## config.mk

```make
export PLATFORM = sky130hd
export DESIGN_NAME = pmt_timer
export DESIGN_NICKNAME = d
export VERILOG_FILES = /design/src/hdl/pmt_pkg.sv /design/src/hdl/pmt_timer.sv
export SDC_FILE = /design/constraint.sdc
export NUM_CORES = 1
export LEC_CHECK = 0
export BUFFER_PORTS_ARGS = -buffer_cell sky130_fd_sc_hd__clkbuf_2
export CORE_ASPECT_RATIO = 1.75
export CORE_MARGIN = 10
export CORE_UTILIZATION = 50
export DETAILED_ROUTE_END_ITERATION = 8
export GPL_ROUTABILITY_DRIVEN = 0
export HOLD_SLACK_MARGIN = 0.12
export PLACE_DENSITY = 0.84
export SYNTH_ARGS = -nofsm -noshare
export SYNTH_HDL_FRONTEND = slang
export SYNTH_SLANG_ARGS = --single-unit
```

## constraint.sdc

```tcl
create_clock -name core_clk_i -period 5.5 [get_ports core_clk_i]
set_input_delay 0 -clock core_clk_i [delete_from_list [all_inputs] [get_ports core_clk_i]]
set_output_delay 0 -clock core_clk_i [all_outputs]
set_load 0.03 [all_outputs]
```

## src/hdl/pmt_pkg.sv

```systemverilog
// Constants for the period match timer and its register map
//
// Operation
// - Timer ticks only from instruction clock, system clock divided by four.
// - Prescaler divides instruction clock by 1, 4 or 16 before counting.
// - Count register is eight bits wide.
// - Period register is eight bits and holds the match value.
// - Count rises from zero; on match the next increment loads zero.
// - Each match advances a postscaler programmable from 1:1 to 1:16.
// - Every postscaler output pulse sets the match interrupt flag.
// - Software may read and write count and period registers anytime.
// - Reset loads count with zero and period with all ones.
// - Timer counts only while the run bit is one.
// - Prescale and postscale ratios come from control register select fields.
// - Count write, control write and reset clear prescaler and postscaler.
// - Control register write leaves the count value unchanged.
package pmt_pkg;

    // ----------------------------------------------------------------
    // Register offsets (byte addresses)
    // ----------------------------------------------------------------
    localparam int PMT_ADDR_W = 8;
    localparam logic [PMT_ADDR_W-1:0] PMT_OFS_CTRL = 8'h00;
    localparam logic [PMT_ADDR_W-1:0] PMT_OFS_COUNT = 8'h04;
    localparam logic [PMT_ADDR_W-1:0] PMT_OFS_PERIOD = 8'h08;
    localparam logic [PMT_ADDR_W-1:0] PMT_OFS_STATUS = 8'h0C;
    localparam logic [PMT_ADDR_W-1:0] PMT_OFS_MASK = 8'h10;

    // ----------------------------------------------------------------
    // Field positions
    // ----------------------------------------------------------------
    localparam int PMT_CTRL_PRE_LSB = 0;
    localparam int PMT_CTRL_RUN_BIT = 2;
    localparam int PMT_CTRL_POST_LSB = 3;
    localparam int PMT_STAT_FLAG_BIT = 0;
    localparam int PMT_MASK_BIT = 0;

    // ----------------------------------------------------------------
    // Reset values
    // ----------------------------------------------------------------
    localparam logic [7:0] PMT_COUNT_RST = 8'h00;
    localparam logic [7:0] PMT_PERIOD_RST = 8'hFF;

    // ----------------------------------------------------------------
    // Clock division and prescale codes
    // ----------------------------------------------------------------
    localparam int PMT_INSTR_DIV = 4;
    localparam logic [1:0] PMT_QDIV_LAST = 2'(PMT_INSTR_DIV - 1);
    typedef enum logic [1:0] {
        PMT_PRE_1 = 2'h0,
        PMT_PRE_4 = 2'h1,
        PMT_PRE_16 = 2'h2,
        PMT_PRE_16B = 2'h3
    } pmt_pre_t;
    localparam logic [3:0] PMT_PRE_TERM_1 = 4'h0;
    localparam logic [3:0] PMT_PRE_TERM_4 = 4'h3;
    localparam logic [3:0] PMT_PRE_TERM_16 = 4'hF;

endpackage : pmt_pkg

```

## src/hdl/pmt_timer.sv

```systemverilog
// Period match timer with APB register access and masked interrupt
`timescale 1ns/10ps

module pmt_timer
    import pmt_pkg::*;
#(
    parameter int CNT_W = 8,
    parameter int POST_W = 4
)
(
    input wire logic core_clk_i,
    input wire logic rst_n_i,
    input wire logic psel_i,
    input wire logic penable_i,
    input wire logic pwrite_i,
    input wire logic [PMT_ADDR_W-1:0] paddr_i,
    input wire logic [31:0] pwdata_i,
    output logic [31:0] prdata_o,
    output logic pready_o,
    output logic pslverr_o,
    output logic match_flag_o,
    output logic irq_o
);

    // ----------------------------------------------------------------
    // State
    // ----------------------------------------------------------------
    typedef struct packed {
        logic run;
        logic [1:0] pre_sel;
        logic [POST_W-1:0] post_sel;
        logic [CNT_W-1:0] count;
        logic [CNT_W-1:0] period;
        logic flag;
        logic mask;
        logic [1:0] qdiv;
        logic [3:0] pre_cnt;
        logic [POST_W-1:0] post_cnt;
        logic [31:0] rdata;
    } pmt_state_t;

    pmt_state_t st_r;
    pmt_state_t st_nxt;

    logic setup;
    logic access;
    logic wr_acc;
    logic mapped;
    logic wr_ctrl;
    logic wr_count;
    logic wr_period;
    logic wr_status;
    logic wr_mask;
    logic instr_tick;
    logic pre_done;
    logic inc_en;
    logic match;
    logic post_pulse;
    logic flag_clr;
    logic [3:0] pre_term;
    logic [31:0] rd_val;

    // ----------------------------------------------------------------
    // Bus decode
    // ----------------------------------------------------------------
    assign setup = psel_i && !penable_i;
    assign access = psel_i && penable_i;
    assign wr_acc = access && pwrite_i;

    always_comb
    begin
        unique case (paddr_i)
            PMT_OFS_CTRL, PMT_OFS_COUNT, PMT_OFS_PERIOD, PMT_OFS_STATUS, PMT_OFS_MASK:
                mapped = 1'b1;
            default:
                mapped = 1'b0;
        endcase
    end

    assign wr_ctrl = wr_acc && (paddr_i == PMT_OFS_CTRL);
    assign wr_count = wr_acc && (paddr_i == PMT_OFS_COUNT);
    assign wr_period = wr_acc && (paddr_i == PMT_OFS_PERIOD);
    assign wr_status = wr_acc && (paddr_i == PMT_OFS_STATUS);
    assign wr_mask = wr_acc && (paddr_i == PMT_OFS_MASK);

    // Zero wait states keep the answer one access cycle long
    assign pready_o = 1'b1;
    // Unmapped access errors out, reads zero, writes nothing
    assign pslverr_o = access && !mapped;

    // ----------------------------------------------------------------
    // Timing chain
    // ----------------------------------------------------------------
    // instruction clock tick
    assign instr_tick = (st_r.qdiv == PMT_QDIV_LAST);

    always_comb
    begin
        unique case (pmt_pre_t'(st_r.pre_sel))
            PMT_PRE_1: pre_term = PMT_PRE_TERM_1;
            PMT_PRE_4: pre_term = PMT_PRE_TERM_4;
            PMT_PRE_16, PMT_PRE_16B: pre_term = PMT_PRE_TERM_16;
        endcase
    end

    assign pre_done = (st_r.pre_cnt == pre_term);
    assign inc_en = st_r.run && instr_tick && pre_done;
    assign match = (st_r.count == st_r.period);
    assign post_pulse = inc_en && match && (st_r.post_cnt == st_r.post_sel);
    assign flag_clr = wr_status && !pwdata_i[PMT_STAT_FLAG_BIT];

    // ----------------------------------------------------------------
    // Read data
    // ----------------------------------------------------------------
    always_comb
    begin
        rd_val = '0;
        unique case (paddr_i)
            PMT_OFS_CTRL:
            begin
                rd_val[PMT_CTRL_PRE_LSB +: 2] = st_r.pre_sel;
                rd_val[PMT_CTRL_RUN_BIT] = st_r.run;
                rd_val[PMT_CTRL_POST_LSB +: POST_W] = st_r.post_sel;
            end
            PMT_OFS_COUNT: rd_val[CNT_W-1:0] = st_r.count;
            PMT_OFS_PERIOD: rd_val[CNT_W-1:0] = st_r.period;
            PMT_OFS_STATUS: rd_val[PMT_STAT_FLAG_BIT] = st_r.flag;
            PMT_OFS_MASK: rd_val[PMT_MASK_BIT] = st_r.mask;
            default: rd_val = '0;
        endcase
    end

    // ----------------------------------------------------------------
    // Next state
    // ----------------------------------------------------------------
    always_comb
    begin
        st_nxt = st_r;
        // Free-running divider, so writes never shift its phase
        st_nxt.qdiv = 2'(st_r.qdiv + 2'h1);
        // Captured in setup so prdata comes from a flip-flop
        if (setup && !pwrite_i)
        begin
            st_nxt.rdata = rd_val;
        end
        if (instr_tick && st_r.run)
        begin
            st_nxt.pre_cnt = pre_done ? 4'h0 : 4'(st_r.pre_cnt + 4'h1);
        end
        if (inc_en)
        begin
            if (match)
            begin
                st_nxt.count = '0;
                st_nxt.post_cnt = (st_r.post_cnt == st_r.post_sel) ? '0
                    : POST_W'(st_r.post_cnt + 1'b1);
            end
            else
            begin
                st_nxt.count = CNT_W'(st_r.count + 1'b1);
            end
        end
        // postscaler pulse sets flag, and wins over a clear
        st_nxt.flag = (st_r.flag && !flag_clr) || post_pulse;
        // Write wins over a same-cycle increment
        // software access to count and period
        if (wr_count)
        begin
            st_nxt.count = pwdata_i[CNT_W-1:0];
        end
        if (wr_period)
        begin
            st_nxt.period = pwdata_i[CNT_W-1:0];
        end
        if (wr_ctrl)
        begin
            // count is left as it stands
            st_nxt.run = pwdata_i[PMT_CTRL_RUN_BIT];
            st_nxt.pre_sel = pwdata_i[PMT_CTRL_PRE_LSB +: 2];
            st_nxt.post_sel = pwdata_i[PMT_CTRL_POST_LSB +: POST_W];
        end
        if (wr_mask)
        begin
            st_nxt.mask = pwdata_i[PMT_MASK_BIT];
        end
        if (wr_count || wr_ctrl)
        begin
            st_nxt.pre_cnt = 4'h0;
            st_nxt.post_cnt = '0;
        end
    end

    // ----------------------------------------------------------------
    // State register
    // ----------------------------------------------------------------
    always_ff @(posedge core_clk_i)
    begin
        if (!rst_n_i)
        begin
            st_r <= '0;
            st_r.count <= CNT_W'(PMT_COUNT_RST);
            st_r.period <= CNT_W'(PMT_PERIOD_RST);
        end
        else
        begin
            st_r <= st_nxt;
        end
    end

    assign prdata_o = st_r.rdata;
    assign match_flag_o = st_r.flag;
    assign irq_o = st_r.flag && st_r.mask;
endmodule : pmt_timer

```

* Yosys cells after proc, flatten, opt, wreduce, memory -nomap -nowiden *
Index checks and enable logic that the tools add are counted.

word-level totals
  logic and storage cells = 68
  bits of input ports = 45
  register bits = 43
  output and inout port bits = 36

operators by class
  bitwise logic cells = 1
  mux-type cells = 10
  $add $sub $neg = 4
  reductions and logical operators = 31
  equal/unequal tests = 11

operators by type and width
  operator               number
  $mux W8                3
  $pmux W6 S3            1
  $logic_and A1 B1 Y1    17
  $eq A8 B4 Y1 const B   2
  $pmux W4 S3            1
  $add A4 B1 Y4 const B  2
  $add A8 B1 Y8 const B  1
  $eq A4 B4 Y1           2
  $eq A8 B3 Y1 const B   1
  $eq A8 B5 Y1 const B   1
  $eq A8 B8 Y1           1
  $logic_not A8 Y1       1
  $mux W4                2
  $eq A2 B2 Y1 const B   3
  $logic_not A1 Y1       5
  $pmux W1 S5            1
  $reduce_or A5 Y1       1
  $reduce_or A2 Y1       2
  $add A2 B1 Y2 const B  1
  $eq A2 B1 Y1 const B   1
  $logic_not A2 Y1       1
  $logic_or A1 B1 Y1     2
  $pmux W1 S2            1
  $reduce_and A2 Y1      1
  3 further kinds        3

* Logic depth before layout (Yosys ltp) *
Gate-level depths: netlist (run 1).

  depth in word-level cells = 8
  mapped depth = 7
  mapped depth without buffers = 6

* Least setup slack after synthesis (run 1) *
OpenSTA, ideal clock, no wires.

  path kind = reg2reg
  from = register st_r[36] in the netlist's numbering
  to = register st_r[55] in the netlist's numbering
  buffers on the path = 0
  clock period less this slack = 1855 ps
  library setup time = 74 ps
  path slack = 3645 ps
  data required time = 5426 ps
  stages on the path, launching flop included = 6
  arrival = 1781 ps
  cells stage by stage = dfxtp_1 or3_4 a2111oi_4 nor2_2 or4_1 a31oi_1

on the way
  longest elaborated chain between the ends = 3

RTL lines
  what                                 RTL line          source
  start: declaration                   pmt_timer.sv:42   pmt_state_t st_r;
  start signal: assignment             pmt_timer.sv:206  st_r <= st_nxt;
  $eq A4 B4 Y1                         pmt_timer.sv:106  assign pre_done = (st_r.pre_cnt == pre_term);
  $logic_and A1 B1 Y1                  pmt_timer.sv:107  assign inc_en = st_r.run && instr_tick && pre_done;
  $reduce_bool A2 Y1 (no source line)  --

No other way between the ends.
A chain may end at the register's enable or synchronous reset.

* Worst setup path in the final report (run 1) *
  from = register st_r[55] in the netlist's numbering
  to = register st_r[32] in the netlist's numbering

on the way
  longest elaborated chain between the ends = 2

RTL lines
  what                                RTL line          source
  $eq A8 B8 Y1                        pmt_timer.sv:108  assign match = (st_r.count == st_r.period);
  $reduce_and A2 Y1 (no source line)  --

No other way between the ends.

==> key figures, run 1 <==
Run status
  • Outcome: completed

Clock network
  • Worst-path clk slew: roughly 0.08 ns
  • H-Tree Depth: 2
  • Num CTS Buffers: 5
  • Clock Tree Buf Depth: 2
  • Worst-skew pair later-pin latency: around 0.29 ns
  • CTS Sinks: 43
  • CTS root buf: clkbuf_8
  • Post-CTS Resized: 0
  • CTS tree: yes

Layout
  • Final Cell Area: between 0.002 and 0.003 sq mm
  • Finished Layout Cells: 380
  • Layout area overhead: 7.05%
  • Proportion of layout cells with a drive suffix above 1: roughly 14%
  • Nets@finish: between 300 and 400
  • Ant diodes: 0

Setup path
  • CP cell instances: xor2_1, nor4_2, nand2_1, or4_1, a21oi_1
  • Crit end category: flop
  • Critical Path Source Type: flop
  • Largest fanout on the critical path: 11
  • WS Path Type: flop to flop
  • R2r setup slk: approximately 3.1 ns
  • Crit-path slowest cell: nor4_2
  • CP Data Required Time: about 5.7 ns
  • Crit path DAT: 2.61 ns
  • Crit path largest cell delay: ~0.58 ns

Placed design
  • Port Buffers: 31
  • Post-DP Area: ~0.0026 sq mm
  • Post-DP HPWL: 4520 um
  • Post-Place Cells: ~370
  • Post-Place Setup Slack: between 3 and 4 ns

Routing
  • Final wirelength: approximately 6000 um
  • TritonRoute pass-1 iters: 4
  • Avg Vias per Cell: roughly 5.7
  • Antenna viol nets, final: 0
  • DRT iter0 DRCs: roughly 110
  • Vias: between 2000 and 2500
  • Routed WL per cell: 15.5 um
  • Post-route DRC: 0

Timing
  • Final hold vios: 0
  • RSZ-0062 raised after global routing: false
  • Worst slew margin: between 50% and 60%
  • Fmax: about 0.42 GHz
  • Setup tns final: 0 ns
  • Fin crit period: between 2 and 2.5 ns
  • Fin. max-slew vios: 0
  • Fin crit share: 43.6%
  • Worst slew pin tran: 0.708 ns
  • Final Worst Setup Slack: 3.10 ns
  • Max Clock Skew: 0.00608 ns
  • Finish-stage setup viols: 0

Yosys
  • Cells after Synth: just over 300
  • Synth Cell Area: 0.00257 sq mm
  • Synth warnings: 0
  • Sequential share of the synthesized area: 33.5%
  • Asr flop ratio synth: 0%
  • Post-synth EDFFs: 0
  • Avg Cell Area, Syn: between 8 and 9 sq um
  • Yosys reg bits: between 40 and 50
  • Ys flop type: dfxtp_1
  • Unique masters post-synth: between 40 and 50

Global routing
  • First-pass GRT wire length: about 10000 um
  • Largest net degree at the start of global routing: 37
  • Number of global-route vias before repair: 2214
  • Initial antenna violation count: 0
  • Total track usage: between 10 and 15%
  • Grt ovf: 0

Floorplanning
  • Initial core utilization: 51.7%
  • Die X: between 70 and 80 um
  • Die height: about 110 um
  • I/O Pins: 81
  • Full die area: 0.00853 sq mm
  • Core area: approximately 0.0050 sq mm
  • Cell Rows: 34

Power
  • Final Power: between 0.6 and 0.7 mW
  • Peak VDD IR: around 180 uV
  • Static Leak: about 1.1 nW
  • Power per cell area: about 220 mW/mm^2

Flow run
  • Total of max-cap violations: 0

Hold path
  • Worst hold path class: input pin to flop
worst paths after layout:
kind | end | from | depth (start not counted)
setup / recovery | st_r[32]$_SDFFE_PP0P_ | st_r[55]$_SDFFE_PN0P_ | 5
hold / removal | st_r[42]$_SDFFE_PN0P_ | pwrite_i | 4
setup reg to reg | st_r[32]$_SDFFE_PP0P_ | st_r[55]$_SDFFE_PN0P_ | 5
hold reg to reg | st_r[40]$_SDFF_PN0_ | st_r[40]$_SDFF_PN0_ | 1
metal layers:
layer | track usage, % | up-vias | routed length [um]
met4 | 6.99 | 0 | 157
met2 | 25.3 | 88 | 3090
met3 | 3.97 | 12 | 481
met5 | 0 | - | 0
li1 | - | 1067 | -
met1 | 14.7 | 1003 | 2160
state kept, by name, indices dropped and copies added (netlist names):
name          count
st_r             34
prdata_o          8
match_flag_o      1
report_power, final:
part | switching, mW | internal [mW] | total, mW
sequential | 0.000596 | 0.312 | 0.313
combinational | 0.0433 | 0.0173 | 0.0605
clock | 0.101 | 0.133 | 0.234
total | 0.144 | 0.463 | 0.607
cells in the mapped netlist (all sizes together) (5+ instances only):
cell type	instances	area (sq um)
a22oi	7	52.6
nand3	12	60.1
clkbuf	12	46.3
nor2	11	43.8
nor2b	17	106
xnor2	5	43.8
o21ai	23	115
nand4	5	31.3
xor2	8	70.1
nand2	32	120
and2	6	37.5
dfxtp	43	861
buf	36	264
mux2i	21	210
a21oi	12	60.1
nor3	7	35.0
a31oi	9	56.3
logic make-up (layout without fill, tap and decap cells):
logic type               count (synthesis)  after routing  share of synthesized area [%]
flip-flops                              43             43                           33.5
other                                    2             25                          0.292
buffers and inverters                   48             46                           12.1
XOR/XNOR                                13             13                           4.43
AND/OR/NAND/NOR                        112            112                           24.0
multiplexers                            22             22                           9.05
adder cells (fa/ha/maj)                  4              4                           1.95
AO/OA/AOI/OAI                           61             61                           14.8
metrics by stage:
step,util (%),hold WS (ns)
2_1_floorplan,-,0.125
3_5_place_dp,51.7,0.237
6_report,55.3,0.214
4_1_cts,55.3,0.193
5_1_grt,55.3,0.235
3_3_place_gp,51.7,0.233
cells in the final DEF (no fill, tap or decap), types with 7 or more instances in the layout:
master and instances:
nand2_1 32, dfxtp_1 43, a21oi_1 12, mux2i_1 21, nor3_1 7, nor2_1 10, a22oi_1 7, nand3_1 12
xor2_1 8, a31oi_1 9, nor2b_1 17, o21ai_0 22, conb_1 25, dlygate4sd3_1 8, clkbuf_2 31
cell type report:
type | instances | area, sq um
well taps | 54 | 67.6
repair buffers | 39 | 235
multi-input cells | 237 | 1490
clock buffers | 6 | 72.6
fillers | 460 | 2220
flip-flops and latches | 43 | 861
clock inverters | 1 | 30.0
critical path, delay by kind of cell (launching register included):
kind / cells / cell delay (ns)
AOI/OAI and AO/OA: 1 / 0.17
xor gates and xnor gates: 1 / 0.12
and+or+nand+nor: 3 / 1.55
DFF: 1 / 0.48
repair_timing:
| item | CTS | global route |
|---|---|---|
| hold buffers | 8 | 0 |
| buffers inserted | 0 | 0 |
| endpoints found under the setup margin | 0 | 0 |
| hold endpoints to repair | 24 | 0 |
Note: power is estimated with default switching activity, not from simulation.
==> inputs of run 2 (changes only) <==
clock period = 2.4 ns   (was 5.5 ns; I/O delays follow)
==> run 2 against run 1 <==
Net effect:
- register-to-register slack worse by 2.8 ns
- cell count is 2.4% higher
- largest cell class unchanged
- wire length increased by 8.7%
- clock-buffer cell count is the same
- fmax grew 17%
- combinational power up 140%
- clock skew increased by 0.0037 ns
- first-iteration DRC count up 40%
- design area up 2.7%
- critical endpoint is now st_r[55]$_SDFFE_PN0P_
- sequential power increased by 130%
- sequential share of layout area decreased by 0.83 points
- hold slack lost 0.034 ns
==> key figures, run 2 (synthesis results as in run 1) <==
Run status
  • Outcome: completed

Layout
  • Final design utilization: 56.8% (+1.5 points)
  • Max FFs per register: 34 (unchanged)
  • Ant diodes: 0 (unchanged)
  • Final Cell Area: 0.00283 sq mm (+2.7%)
  • Proportion of layout cells with a drive suffix above 1: 17.0% (+2.6 points)
  • Commonest non-fill, non-tap cell in the layout: dfxtp_1
  • Nets@finish: 383 (+2.1%)
  • Most frequent cells in the layout: dfxtp_1 (43), nand2_1 (32), clkbuf_2 (31), conb_1 (25), o21ai_0 (22)
  • Layout area overhead: 9.97%
  • Biggest register: st_r

Setup path
  • Largest fanout on the critical path: 12 (+1)
  • Reg2Reg Depth: 5 (unchanged)
  • Critical R2R Capture: st_r[55]$_SDFFE_PN0P_
  • RR Startpoint: st_r[36]$_SDFFE_PP0N_
  • Crit-path slowest cell: or4_1
  • Critical Path Source Type: flop
  • CP bufs+invs: 0 (unchanged)
  • CP Data Required Time: 2.64 ns (-3.07 ns)
  • R2r setup slk: 0.34 ns (-2.76 ns)
  • Crit end category: flop
  • CP delay by family, top: simple AND/OR/NAND/NOR gates
  • WS Path Type: flop to flop
  • CP cell instances: or3_4, a2111oi_4, nor2_2, or4_1, a31oi_1
  • Crit path DAT: 2.29 ns (-0.32 ns)
  • Crit path largest cell delay: 0.48 ns (-0.10 ns)

Routing
  • Final wirelength: 6390 um (+8.7%)
  • Avg Vias per Cell: 5.95 (+4.2%)
  • Routed WL per cell: 16.4 um (+6.2%)
  • Post-route DRC: 0 (unchanged)
  • Vias: 2314 (+6.6%)
  • Antenna viol nets, final: 0 (unchanged)
  • TritonRoute pass-1 iters: 5 (+1)
  • DRT iter0 DRCs: 150 (+40%)

Clock network
  • CTS root buf: clkbuf_8
  • H-Tree Depth: 2 (unchanged)
  • Post-CTS Resized: 0 (unchanged)
  • Worst-skew pair later-pin latency: 0.31 ns (+0.02 ns)
  • CTS Sinks: 43 (unchanged)
  • Num CTS Buffers: 5 (unchanged)
  • Worst-path clk slew: 0.09 ns (about the same)
  • Clock Tree Buf Depth: 2 (unchanged)
  • CTS tree: yes
  • Setup repair bufs after CTS: 0 (unchanged)

Hold path
  • Worst hold path class: input pin to flop
  • Worst Hold Launch: paddr_i[0]
  • Worst min-delay path endpoint: prdata_o[7]$_SDFFE_PN0P_
  • Hold Path Stages: 6 (+2)

Timing
  • RSZ-0062 raised after global routing: false
  • Setup tns final: 0 ns (unchanged)
  • Fmax: 0.486 GHz (+17%)
  • Worst slew margin: 55.7% (+3.0 points)
  • Fin crit share: 85.7% (+42 points)
  • Final hold vios: 0 (unchanged)
  • Finish-stage setup viols: 0 (unchanged)
  • Hold Worst Slack: 0.180 ns (-0.0342 ns)
  • Max Clock Skew: 0.00974 ns (+0.00365 ns)
  • Fin. max-slew vios: 0 (unchanged)
  • Worst slew pin tran: 0.662 ns (-0.0454 ns)
  • Fin crit period: 2.06 ns (-0.341 ns)

Global routing
  • Initial antenna violation count: 0 (unchanged)
  • Grt met1 use: 14.7% (about the same)
  • Total track usage: 15.0% (+0.77 points)
  • Grt met2 use: 26.4% (+1.1 points)
  • Largest net degree at the start of global routing: 37 (unchanged)
  • Grt ovf: 0 (unchanged)
  • M3 GR Usage: 4.83% (+0.86 points)
  • Number of global-route vias before repair: 2305 (+4.1%)
  • First-pass GRT wire length: 10500 um (+5.7%)
  • Most utilized layer in the global route result: met2

Power
  • Clock group share of total power: 40.9% (+2.4 points)
  • Psw: 0.360 mW (+150%)
  • Gate power share: 9.8% (-0.2 points)
  • Final Power: 1.45 mW (+140%)
  • Seq pwr share: 49.3% (-2.3 points)
  • Internal: 1.09 mW (+140%)
  • Power per cell area: 514 mW/mm^2 (+130%)
  • Switch share: 24.8% (+0.99 points)
  • Peak VDD IR: 442 uV (+150%)
  • Static Leak: 1.18 nW (+4.4%)

Floorplanning
  • Die X: 74.2 um (unchanged)
  • Cell Rows: 34 (unchanged)
  • Initial core utilization: 51.7% (unchanged)
  • Die height: 115 um (unchanged)
  • I/O Pins: 81 (unchanged)
  • Core area: 0.00498 sq mm (unchanged)
  • Full die area: 0.00853 sq mm (unchanged)

Placed design
  • Port Buffers: 31 (unchanged)
  • Post-DP HPWL: 4770 um (+5.5%)
  • Post-DP Area: 0.00263 sq mm (+2.3%)

Flow run
  • Total of max-cap violations: 0 (unchanged)
-- run 2: cell types whose count changed in the layout (fill, tap and decap cells not counted), sizes merged --
cell and change:
buf +8, clkinv +1
-- run 2: worst max-delay path by stage --
stage / from / to / depth (start not counted)
after floorplan: st_r[36]$_SDFFE_PP0N_ / st_r[55]$_SDFFE_PN0P_ / 5
after global placement: st_r[36]$_SDFFE_PP0N_ / st_r[55]$_SDFFE_PN0P_ / 5
after detailed placement: st_r[36]$_SDFFE_PP0N_ / st_r[55]$_SDFFE_PN0P_ / 5
after CTS: st_r[36]$_SDFFE_PP0N_ / st_r[55]$_SDFFE_PN0P_ / 5
after global routing: st_r[36]$_SDFFE_PP0N_ / st_r[58]$_SDFFE_PN0P_ / 5
final: st_r[36]$_SDFFE_PP0N_ / st_r[55]$_SDFFE_PN0P_ / 5
-- run 2: layout make-up --
class / count / area (sq um)
clock inverters: 2 / 35.0
fillers: 436 / 2150
flip-flops and latches: 43 / 861
repair buffers: 47 / 295
multi-input cells: 237 / 1490
well taps: 54 / 67.6
clock buffers: 6 / 82.6
-- run 2: stage by stage --
step | instances | worst slack, ns
5_1_grt | 389 | 0.231
3_5_place_dp | 373 | 0.357
2_1_floorplan | 328 | 0.545
6_report | 389 | 0.343
3_3_place_gp | 373 | 0.417
4_1_cts | 389 | 0.342
-- run 2: timing repair --
item,4_1_cts,5_1_grt
hold endpoints to repair,23,0
hold buffers,8,0
setup endpoints to repair,0,0
-- run 2: layer usage --
metal,vias up,wire [um],share of wire (%)
li1,1082,-,-
met1,1072,2270,36
met2,129,3220,50
met3,31,646,10
met4,0,251,3.9
met5,-,0,0
-- run 2: power groups by stage --
stage	logic, mW	registers, mW	clock network (mW)
after CTS	0.140	0.717	0.599
after global routing	0.153	0.718	0.629
final	0.143	0.717	0.594
after global placement	0.127	0.734	0
after floorplan	0.127	0.734	0
after detailed placement	0.130	0.734	0
-- run 2: worst reg2reg max path, stage by stage, from the launching register on --
cell       delay [ns]
dfxtp_1          0.37
or3_4            0.40
a2111oi_4        0.39
nor2_2           0.17
or4_1            0.49
a31oi_1          0.16
==> inputs of run 3 (changes only) <==
ABC_AREA = 1   (was unset)
CAP_MARGIN = 30   (was unset)
==> run 3 against run 2 <==
Net effect:
- via count increased by 6.1%
- clock power decreased by 4.9%
- cell count increased by 28%
- critical path depth increased by 1
- area after synthesis increased by 7.3%
- hold slack got worse by 0.049 ns
- design area increased by 5.9%
- sequential cell count unchanged
- sequential power about the same
- non-clock buffer count decreased by 6
==> key figures, run 3 <==
Flow run
  • Total of max-cap violations: 0 (unchanged)

Hold path
  • Worst Hold Launch: pwrite_i
  • Hold Path Stages: 5 (-1)
  • Worst min-delay path endpoint: st_r[42]$_SDFFE_PN0P_
  • Worst hold path class: input pin to flop

Routing
  • Antenna viol nets, final: 0 (unchanged)
  • Routed WL per cell: 12.9 um (-21%)
  • Final wirelength: 6410 um (+0.30%)
  • Vias: 2456 (+6.1%)
  • DRT iter0 DRCs: 123 (-18%)
  • Post-route DRC: 0 (unchanged)
  • TritonRoute pass-1 iters: 4 (-1)
  • Avg Vias per Cell: 4.94 (-17%)

Global routing
  • Largest net degree at the start of global routing: 20 (-46%)
  • First-pass GRT wire length: 11300 um (+7.6%)
  • Initial antenna violation count: 0 (unchanged)
  • Total track usage: 14.5% (-0.51 points)
  • Grt ovf: 0 (unchanged)
  • Number of global-route vias before repair: 2477 (+7.5%)

Setup path
  • Crit end category: flop
  • WS Path Type: input pin to flop
  • RR Startpoint: st_r[40]$_SDFF_PN0_
  • Critical Path Source Type: input pin
  • Reg2Reg Depth: 10 (+5)
  • Crit path DAT: 1.93 ns (-0.36 ns)
  • Crit-path slowest cell: dlygate4sd3_1
  • Critical R2R Capture: st_r[33]$_SDFFE_PP0P_
  • CP most frequent cell: dlygate4sd3_1
  • Start point of the critical path: paddr_i[5]
  • CP Data Required Time: 2.63 ns (about the same)
  • R2r setup slk: 0.72 ns (+0.38 ns)
  • Crit path largest cell delay: 0.62 ns (+0.14 ns)
  • Largest fanout on the critical path: 3 (-9)
  • CP cell instances: dlygate4sd3_1, clkbuf_2, nor4_1, dlygate4sd3_1, nand4_1, a21oi_1

Placed design
  • Post-Place Cells: 479 (+28%)
  • Port Buffers: 31 (unchanged)
  • Post-DP HPWL: 5040 um (+5.8%)

Power
  • Static Leak: 1.43 nW (+21%)
  • Peak VDD IR: 358 uV (-19%)
  • Power per cell area: 479 mW/mm^2 (-6.9%)
  • Final Power: 1.43 mW (-1.4%)

Floorplanning
  • Core area: 0.00530 sq mm (+6.5%)
  • I/O Pins: 81 (unchanged)
  • Cell Rows: 35 (+2.9%)
  • Die X: 76.2 um (+2.6%)
  • Initial core utilization: 52.1% (+0.43 points)
  • Die height: 118 um (+3.0%)
  • Full die area: 0.00901 sq mm (+5.7%)

Clock network
  • CTS tree: yes
  • Num CTS Buffers: 5 (unchanged)
  • Worst-path clk slew: 0.08 ns (about the same)
  • H-Tree Depth: 2 (unchanged)
  • CTS Sinks: 43 (unchanged)
  • Worst-skew pair later-pin latency: 0.30 ns (about the same)
  • Clock Tree Buf Depth: 2 (unchanged)
  • CTS root buf: clkbuf_8

Layout
  • Layout area overhead: 8.47%
  • Commonest non-fill, non-tap cell in the layout: nand2_1
  • Nets@finish: 471 (+23%)
  • Max FFs per register: 34 (unchanged)
  • Ant diodes: 0 (unchanged)
  • Most frequent cells in the layout: nand2_1 (101), dfxtp_1 (43), nor2_1 (31), clkbuf_2 (31), inv_1 (29)
  • Biggest register: st_r
  • Finished Layout Cells: 497 (+28%)
  • Proportion of layout cells with a drive suffix above 1: 19.1% (+2.1 points)

Timing
  • Final hold vios: 0 (unchanged)
  • Fin crit share: 70.5% (-15 points)
  • Fin. max-slew vios: 0 (unchanged)
  • Fin crit period: 1.69 ns (-0.365 ns)
  • Hold Worst Slack: 0.131 ns (-0.0486 ns)
  • Fmax: 0.591 GHz (+22%)
  • Setup tns final: 0 ns (unchanged)
  • RSZ-0062 raised after global routing: false
  • Max Clock Skew: 0.00413 ns (-0.00561 ns)
  • Finish-stage setup viols: 0 (unchanged)

Yosys
  • Cell taking the most area after synthesis: dfxtp_1
  • Cells after Synth: 393 (+29%)
  • Yosys reg bits: 43 (unchanged)
  • Avg Cell Area, Syn: 7.03 sq um (-17%)
  • Ys flop type: dfxtp_1
  • Sequential share of the synthesized area: 31.2% (-2.3 points)
  • Unique masters post-synth: 36 (-23%)
  • Top area cells in the synthesized netlist: dfxtp_1 (31%), nand2_1 (14%), buf_4 (9.5%)
  • Share of the synthesized area in the top cell type: 31.2% (-2.3 points)
  • Top-count cell post-synth: nand2_1
  • Post-synth EDFFs: 0 (unchanged)
  • Post-synth top cells: nand2_1 (101), dfxtp_1 (43), buf_4 (35), nor2_1 (31), inv_1 (29)
  • Synth Cell Area: 0.00276 sq mm (+7.3%)
  • Synth warnings: 0 (unchanged)
  • Asr flop ratio synth: 0% (unchanged)

Run status
  • Outcome: completed
## run 3: timing repair
action / in CTS / in global routing
buffers inserted: 0 / 0
hold buffers: 10 / 0
hold endpoints to repair: 25 / 0
resized for setup: 0 / 0
## run 3: layout make-up
type / instances / area, sq um
clock buffers: 5 / 68.8
flip-flops and latches: 43 / 861
inverters: 45 / 173
repair buffers: 41 / 255
well taps: 74 / 92.6
fillers: 517 / 2300
multi-input cells: 286 / 1500
clock inverters: 3 / 43.8
## run 3: how the worst max path moves through the flow
stage / end
5_1_grt: st_r[33]$_SDFFE_PP0P_
3_3_place_gp: st_r[33]$_SDFFE_PP0P_
3_5_place_dp: st_r[33]$_SDFFE_PP0P_
4_1_cts: st_r[42]$_SDFFE_PN0P_
2_1_floorplan: st_r[58]$_SDFFE_PN0P_
6_report: st_r[42]$_SDFFE_PN0P_
## run 3: metrics by stage
| stage | utilization, % | area [sq um] | worst slack (ns) |
|---|---|---|---|
| global route | 56.5 | 3000 | 0.488 |
| floorplan | - | 2850 | 1.05 |
| finish | 56.5 | 3000 | 0.708 |
| CTS | 56.5 | 3000 | 0.706 |
| global placement | 52.5 | 2780 | 0.783 |
| detailed placement | 52.5 | 2780 | 0.728 |
## run 3: logic make-up after synthesis
family	synth area share, %
AO/OA/AOI/OAI	10.0
XOR/XNOR	5.66
adder cells (fa/ha/maj)	1.81
buffers and inverters	17.6
flip-flops	31.2
other	0.272
AND/OR/NAND/NOR	33.5
## run 3: power breakdown
group	switching (mW)	internal, mW
combinational	0.113	0.0359
clock	0.255	0.310
sequential	0.00252	0.718
total	0.371	1.06
## run 3: critical path: cells and delay by family
kind	cells	cell delay [ns]
buffers and inverters	3	1.27
AND/OR/NAND/NOR	2	0.51
AO/OA/AOI/OAI	1	0.14
## run 3: per-layer routing
layer  part of all wire [%]  global-route usage, %
met5                      0                      0
met4                    3.5                   6.31
met3                    5.4                   3.95
met2                     55                   27.9
met1                     36                   13.8
